--- src/tpg_regs_map.vh ---
`ifndef TPG_REGS_MAP_VH
`define TPG_REGS_MAP_VH
`define TPG_ADDR_OUT_LOW 16'hfff4
`define TPG_ADDR_OUT_HIGH 16'hfff5
`define TPG_ADDR_MATCH_LOW 16'hfff6
`define TPG_ADDR_MATCH_HIGH 16'hfff7
`define TPG_ADDR_SERVO_FLAG_CTRL 16'hfffe
`define TPG_ADDR_SERVO_INPUT_CTRL2 16'hffff
`define TPG_BIT_SOFT_RESET0 4
`define TPG_BIT_SOFT_RESET1 5
`define TPG_BIT_BANK_SELECT 3
`define TPG_FIFO_DEPTH 8
`define TPG_PTR_W 3
`define TPG_CNT_W 4
`define TPG_OUT_RESET 16'h0000
`define TPG_PTR_RESET 3'h0
`define TPG_CNT_RESET 4'h0
`define TPG_BANK_RESET 1'b0
`endif

--- src/tpg_regs.v ---
`timescale 1ns/1ps
`include "tpg_regs_map.vh"
// Function
// - Writing one to soft-reset bit 4 or 5 at FFFEH clears that channel's FIFO pointers and status; its empty flag too, unless set in that cycle.
// - A channel soft reset leaves that channel's 16-bit output buffer unchanged.
// - Only system reset clears the output buffers to zero.
// - Bank-select bit 3 at FFFFH routes the shared window to channel 0 when zero and channel 1 when one.
// - Writing the upper compare byte at FFF7H commits the entry and advances the selected FIFO unless it is full.
// - With channel 0 selected, FFF4H holds channel 0 output bits 0 to 7, bit k to output k.
// - With channel 1 selected, FFF4H holds channel 1 output bits 0 to 7, bit k to output k.
// - Output data bytes are write-only and undefined after reset.
// - FFF6H holds bits 0 to 7 of the selected channel's compare value.
// - FFF7H holds bits 8 to 15 of the selected compare value and is undefined after reset.
// - Each channel has an empty interrupt enable that suppresses or allows its empty interrupt.
// - Each channel compares its FIFO head compare value with time base bits 2 to 17 and latches the output word.
// - Each channel FIFO holds eight 32-bit entries of output word and compare value.
// - Emptying the FIFO by outputting its last entry raises the shared irq if its interrupt is enabled, never after reset, cleared by a FIFO write.
module tpg_regs (
  input wire clock,
  input wire reset,
  input wire [15:0] addr,
  input wire [7:0] wdata,
  input wire wr_en,
  input wire [17:0] time_base_counter,
  input wire ch0_empty_irq_enable,
  input wire ch1_empty_irq_enable,
  output reg [15:0] ch0_pulse_out,
  output reg [15:0] ch1_pulse_out,
  output reg channel_bank_select,
  output reg [3:0] ch0_fifo_count,
  output reg [3:0] ch1_fifo_count,
  output reg ch0_fifo_empty,
  output reg ch1_fifo_empty,
  output reg ch0_empty_flag,
  output reg ch1_empty_flag,
  output reg capture_shared_irq
);

  localparam [`TPG_CNT_W-1:0] CNT_EMPTY = 4'h0;
  localparam [`TPG_CNT_W-1:0] CNT_ONE = 4'h1;
  localparam [`TPG_CNT_W-1:0] CNT_FULL = `TPG_FIFO_DEPTH;
  localparam [`TPG_PTR_W-1:0] PTR_ONE = 3'h1;

  // address window decode, shared by both channels
  wire win_out_low;
  wire win_out_high;
  wire win_match_low;
  wire win_match_high;
  wire win_any;
  wire wr_ctrl2;
  wire wr_flag;
  wire [1:0] irq_en;
  wire [1:0] hit_vec;
  wire [1:0] flag_vec;
  wire [15:0] word0;
  wire [15:0] word1;
  wire [`TPG_CNT_W-1:0] count0;
  wire [`TPG_CNT_W-1:0] count1;
  reg bank_d;
  reg [15:0] pulse0_d;
  reg [15:0] pulse1_d;

  assign win_out_low = (addr == `TPG_ADDR_OUT_LOW);
  assign win_out_high = (addr == `TPG_ADDR_OUT_HIGH);
  assign win_match_low = (addr == `TPG_ADDR_MATCH_LOW);
  assign win_match_high = (addr == `TPG_ADDR_MATCH_HIGH);
  assign win_any = win_out_low || win_out_high || win_match_low || win_match_high;
  assign wr_ctrl2 = wr_en && (addr == `TPG_ADDR_SERVO_INPUT_CTRL2);
  assign wr_flag = wr_en && (addr == `TPG_ADDR_SERVO_FLAG_CTRL);
  assign irq_en = {ch1_empty_irq_enable, ch0_empty_irq_enable};

  always @* begin
    bank_d = channel_bank_select;
    if (wr_ctrl2) begin
      bank_d = wdata[`TPG_BIT_BANK_SELECT];
    end
  end

  always @(posedge clock or posedge reset) begin
    if (reset) begin
      channel_bank_select <= `TPG_BANK_RESET;
    end else begin
      channel_bank_select <= bank_d;
    end
  end

  genvar ch;
  generate
    for (ch = 0; ch < 2; ch = ch + 1) begin : g_ch
      localparam [0:0] CH_ID = (ch == 1) ? 1'b1 : 1'b0;
      // staging bytes; write-only and not reset
      reg [7:0] out_low_q;
      reg [7:0] out_high_q;
      reg [7:0] match_low_q;
      reg [31:0] mem_q [0:`TPG_FIFO_DEPTH-1];
      reg [`TPG_PTR_W-1:0] wr_ptr_q;
      reg [`TPG_PTR_W-1:0] wr_ptr_d;
      reg [`TPG_PTR_W-1:0] rd_ptr_q;
      reg [`TPG_PTR_W-1:0] rd_ptr_d;
      reg [`TPG_CNT_W-1:0] count_q;
      reg [`TPG_CNT_W-1:0] count_d;
      reg flag_q;
      reg flag_d;
      wire sel;
      wire wr_sel;
      wire soft_rst;
      wire commit;
      wire [31:0] head;
      wire hit;
      wire last_out;

      assign sel = (channel_bank_select == CH_ID);
      assign wr_sel = wr_en && sel;
      assign soft_rst = wr_flag && ((ch == 0) ? wdata[`TPG_BIT_SOFT_RESET0] : wdata[`TPG_BIT_SOFT_RESET1]);
      // a full fifo drops the top compare byte
      assign commit = wr_sel && win_match_high && (count_q != CNT_FULL);
      assign head = mem_q[rd_ptr_q];
      assign hit = (count_q != CNT_EMPTY) && (head[31:16] == time_base_counter[17:2]);
      assign last_out = hit && !commit && (count_q == CNT_ONE);

      always @(posedge clock) begin
        if (wr_sel && win_out_low) begin
          out_low_q <= wdata;
        end
      end

      always @(posedge clock) begin
        if (wr_sel && win_out_high) begin
          out_high_q <= wdata;
        end
      end

      always @(posedge clock) begin
        if (wr_sel && win_match_low) begin
          match_low_q <= wdata;
        end
      end

      always @(posedge clock) begin
        if (commit) begin
          mem_q[wr_ptr_q] <= {wdata, match_low_q, out_high_q, out_low_q};
        end
      end

      always @* begin
        wr_ptr_d = wr_ptr_q;
        rd_ptr_d = rd_ptr_q;
        count_d = count_q;
        if (soft_rst) begin
          wr_ptr_d = `TPG_PTR_RESET;
          rd_ptr_d = `TPG_PTR_RESET;
          count_d = `TPG_CNT_RESET;
        end else begin
          if (commit) begin
            wr_ptr_d = wr_ptr_q + PTR_ONE;
          end
          if (hit) begin
            rd_ptr_d = rd_ptr_q + PTR_ONE;
          end
          if (commit && !hit) begin
            count_d = count_q + CNT_ONE;
          end else if (hit && !commit) begin
            count_d = count_q - CNT_ONE;
          end
        end
      end

      // last entry out sets; set wins over soft reset and write clear
      always @* begin
        flag_d = flag_q;
        if (last_out) begin
          flag_d = 1'b1;
        end else if (soft_rst || (wr_sel && win_any)) begin
          flag_d = 1'b0;
        end
      end

      always @(posedge clock or posedge reset) begin
        if (reset) begin
          wr_ptr_q <= `TPG_PTR_RESET;
          rd_ptr_q <= `TPG_PTR_RESET;
          count_q <= `TPG_CNT_RESET;
          flag_q <= 1'b0;
        end else begin
          wr_ptr_q <= wr_ptr_d;
          rd_ptr_q <= rd_ptr_d;
          count_q <= count_d;
          flag_q <= flag_d;
        end
      end
    end
  endgenerate

  assign hit_vec = {g_ch[1].hit, g_ch[0].hit};
  assign word0 = g_ch[0].head[15:0];
  assign word1 = g_ch[1].head[15:0];
  assign count0 = g_ch[0].count_q;
  assign count1 = g_ch[1].count_q;
  assign flag_vec = {g_ch[1].flag_q, g_ch[0].flag_q};

  // output buffers ignore soft reset
  always @* begin
    pulse0_d = ch0_pulse_out;
    pulse1_d = ch1_pulse_out;
    if (hit_vec[0]) begin
      pulse0_d = word0;
    end
    if (hit_vec[1]) begin
      pulse1_d = word1;
    end
  end

  always @(posedge clock or posedge reset) begin
    if (reset) begin
      ch0_pulse_out <= `TPG_OUT_RESET;
      ch1_pulse_out <= `TPG_OUT_RESET;
    end else begin
      ch0_pulse_out <= pulse0_d;
      ch1_pulse_out <= pulse1_d;
    end
  end

  // status mirrors lag the internal state by one edge
  always @(posedge clock or posedge reset) begin
    if (reset) begin
      ch0_fifo_count <= `TPG_CNT_RESET;
      ch1_fifo_count <= `TPG_CNT_RESET;
      ch0_fifo_empty <= 1'b1;
      ch1_fifo_empty <= 1'b1;
      ch0_empty_flag <= 1'b0;
      ch1_empty_flag <= 1'b0;
      capture_shared_irq <= 1'b0;
    end else begin
      ch0_fifo_count <= count0;
      ch1_fifo_count <= count1;
      ch0_fifo_empty <= (count0 == CNT_EMPTY);
      ch1_fifo_empty <= (count1 == CNT_EMPTY);
      ch0_empty_flag <= flag_vec[0];
      ch1_empty_flag <= flag_vec[1];
      capture_shared_irq <= |(flag_vec & irq_en);
    end
  end

endmodule // tpg_regs

--- config.mk ---
export PLATFORM = sky130hd
export DESIGN_NAME = tpg_regs
export DESIGN_NICKNAME = d
export VERILOG_FILES = /design/src/tpg_regs.v
export VERILOG_INCLUDE_DIRS = /design/src
export SDC_FILE = /design/constraint.sdc
export NUM_CORES = 1
export LEC_CHECK = 0
export BUFFER_PORTS_ARGS = -buffer_cell sky130_fd_sc_hd__clkbuf_2
export CORE_ASPECT_RATIO = 1.5
export CORE_MARGIN = 2
export CORE_UTILIZATION = 25
export CTS_CLUSTER_SIZE = 14
export DETAILED_ROUTE_END_ITERATION = 10
export PLACE_DENSITY = 0.4
export SYNTH_ARGS = -nofsm -noshare
export SYNTH_HDL_FRONTEND = slang
export SYNTH_SLANG_ARGS = --single-unit
export TNS_END_PERCENT = 1
--- constraint.sdc ---
create_clock -name clock -period 4.4 [get_ports clock]
set_input_delay 1.1 -clock clock [delete_from_list [all_inputs] [get_ports clock]]
set_output_delay 1.1 -clock clock [all_outputs]
set_load 0.05 [all_outputs]
==> impl_metrics.toml <==
[yosys]
ys_types = 52
synth_commonest_cells = "edfxtp_1, mux4_2, mux2i_1"
synth_seq_cells = 628
netlist.area_leader.share_pct = 69.9
postSynth.asyncResetShare_pct = 10.8
yosysSeqAreaShare_pct = 77.0
yosysTopAreaCell = "edfxtp_1"
synth_most_common_cell = "edfxtp_1"
synthCells = 1191
synth_ff_type = "edfxtp_1"
yosys-top-cells-area = "edfxtp_1, mux4_2, dfrtp_1"
ys_warn_count = 0
syn-mean-instance-area_sq_um = 20.2
synth_edf_count = 560
synth.net_count = 1248
netlist_area_sq_um = 24100

[clock_network]
clk_latency_ps = 610
cts_buffers = 69
postCtsSetupBuffers = 0
cts_resized = 0
clk_path_buf_depth = 3
cts-htree-levels = 3
clkSinkCount = 628
hold_buffers = 0
cts.clk_slew.worst_paths_ps = 60
cts_tree = "yes"
root_buffer = "clkbuf_16"

[routing]
avgViaCountPerCell = 4.25
first_pass_iters = 4
drt-initial-drc-count = 609
vias = 11400
routedWlPerCell_microns = 22.3
ant_nets = 0
drc_errors = 0
wl_microns = 59800

[flow_run]
maxCapViolCount = 0

[layout]
antenna_cells = 0
syn2layout_area_growth_pct = 20.1
drive_gt1_share_pct = 28.7
finalInstanceArea_sq_um = 28900
multiInputGateArea_sq_um = 5410
nFillCells = 9426
fin_nets = 1419
regArea_sq_um = 18500
final_util_pct = 30.2

[floorplan]
die_w_microns = 257
initial_core_util_pct = 25.2
die_h_microns = 384
die-area_sq_um = 98800
coreArea_sq_um = 95700
io_pins = 93
rows = 139

[worst_setup_path]
r2r_cells = 10
endpoint_kind = "flop"
r2r_end = "count0[2]"
reg2reg_slack_ps = 930
cp-start-kind = "flop"
cp_data_arrival_time_ps = 3980
timing.rr.start = "g_ch[0].rd_ptr_q[0]"
cp.required_ps = 4920
path_class = "reg -> reg"
critPathMaxFanout = 39

[status]
status = "complete, no violations"

[power_and_ir_drop]
power.internal_uw = 9860
pwr-share-seq_pct = 51.9
pwr-share-clk_pct = 46.0
powerDensity_nw_per_um2 = 432
p_total_uw = 12500
combPwrFrac_pct = 2.1
vdd_drop_max_v = 0.000308
swShare_pct = 21.0
p_leak_uw = 0.00919
p_sw_uw = 2610

[sta]
slew_viol_final = 0
finalClockSkew_ps = 24.6
min_period_ps = 3470
max_freq_ghz = 0.289
worst-slew-pin-transition_ps = 899
rsz0062_at_grt = "no"
setup_viol = 0
setup_slack_ps = 935
slew_headroom_pct = 40.1
hold_viol = 0
finalCritPeriodShare_pct = 78.8

[worst_hold_path]
min_from = "count1[3]"
min_to = "ch1_fifo_count[3]"
min_path_cells = 0
hp-class = "reg -> reg"

[place]
place_area_sq_um = 26700
hpwlAfterDp_microns = 36200
place_congestion = 0.708
portBuffers = 90
dp_slack_ps = 519

[global_route]
grt_overflow = 0
grt_max_degree = 41
grt_usage_pct = 12.3
grt_pass1_vias = 12500
antenna_found_initial = 4
grt_pass1_wl_microns = 87200
==> metal layers <==
layer / up-vias / track usage (%) / wire length, microns
li1: 5143 / - / -
met1: 5992 / 13.7 / 23500
met2: 191 / 23.6 / 33000
met3: 79 / 2.03 / 2060
met4: 2 / 3.97 / 1220
met5: - / 0 / 13
==> worst max path at each step <==
stage / start / to / slack [ps]
3_5_place_dp: addr[8] / g_ch[0].mem_q[3][21] / 520
5_1_grt: g_ch[0].rd_ptr_q[0] / count0[2] / 600
2_1_floorplan: addr[9] / g_ch[1].mem_q[1][0] / -790
3_3_place_gp: addr[9] / g_ch[0].mem_q[3][15] / 520
4_1_cts: g_ch[0].rd_ptr_q[0] / count0[2] / 760
6_report: g_ch[0].rd_ptr_q[0] / count0[2] / 930
==> state kept, by name, summed over array words and instances, names as in the netlist <==
name / count
g_ch.mem_q: 512
ch0_pulse_out: 16
ch1_pulse_out: 16
g_ch.match_low_q: 16
g_ch.out_high_q: 16
g_ch.out_low_q: 16
g_ch.rd_ptr_q: 6
g_ch.wr_ptr_q: 6
ch0_fifo_count: 4
ch1_fifo_count: 4
count0: 4
count1: 4
g_ch.flag_q: 2
capture_shared_irq: 1
ch0_empty_flag: 1
ch0_fifo_empty: 1
ch1_empty_flag: 1
ch1_fifo_empty: 1
channel_bank_select: 1
==> cell type report <==
| class | count | share of cell area [%] |
|---|---|---|
| sequential | 628 | 64.2 |
| multi-input combinational | 504 | 18.7 |
| clock buffer | 88 | 6.36 |
| tap | 1269 | 5.50 |
| timing repair buffer | 151 | 3.79 |
| clock inverter | 38 | 1.35 |
| inverter | 8 | 0.108 |
==> layout by cell type (no fill, tap or decap), drive strengths merged, types with 3 or more instances in the layout <==
cell	count
inv	10
a22oi	8
nand2b	11
ha	10
nand3b	3
mux4	112
o21ai	39
nor2b	7
edfxtp	560
a22o	5
xnor2	24
and4	5
a31oi	3
nand2	64
xor2	10
mux2i	93
nor2	40
buf	61
clkinv	25
nand4	8
dfrtp	66
a2111oi	3
clkbuf	178
and2	6
nor3	13
a21oi	7
nand3	7
bufinv	6
or3	4
clkinvlp	5
==> cell families (layout without fill, tap and decap cells) <==
family | count (synthesis) | count (layout) | share of synthesized area (%)
mux | 206 | 206 | 14.4
buf+inv | 59 | 285 | 1.10
simple gates | 177 | 177 | 3.64
fa+ha+maj | 12 | 12 | 0.608
flops | 628 | 628 | 77.0
compound gates | 75 | 75 | 2.05
xor+xnor | 34 | 34 | 1.24
==> critical path: stages, from the launching register on <==
cell and delay (ps):
dfrtp_4 670, buf_4 390, nor2b_1 350, a22oi_1 180
a31oi_1 200, o211ai_1 120, nor4_2 430, nand3_2 200
buf_4 310, mux2i_1 240, mux2i_1 220
==> power by group through the flow <==
stage	logic, uW	registers (uW)	clock network, uW
floorplan	92.9	6640	0
global placement	272	6600	0
detailed placement	278	6600	0
CTS	279	6480	5940
global route	288	6480	6150
finish	264	6480	5730
==> metrics by stage <==
step	setup TNS, ps	hold slack (ps)	cells
floorplan	-75320	374	1191
global placement	0	454	2560
detailed placement	0	464	2560
CTS	0	459	2686
global route	0	474	2686
finish	0	457	2686
Power figures use the tool's default switching activity.
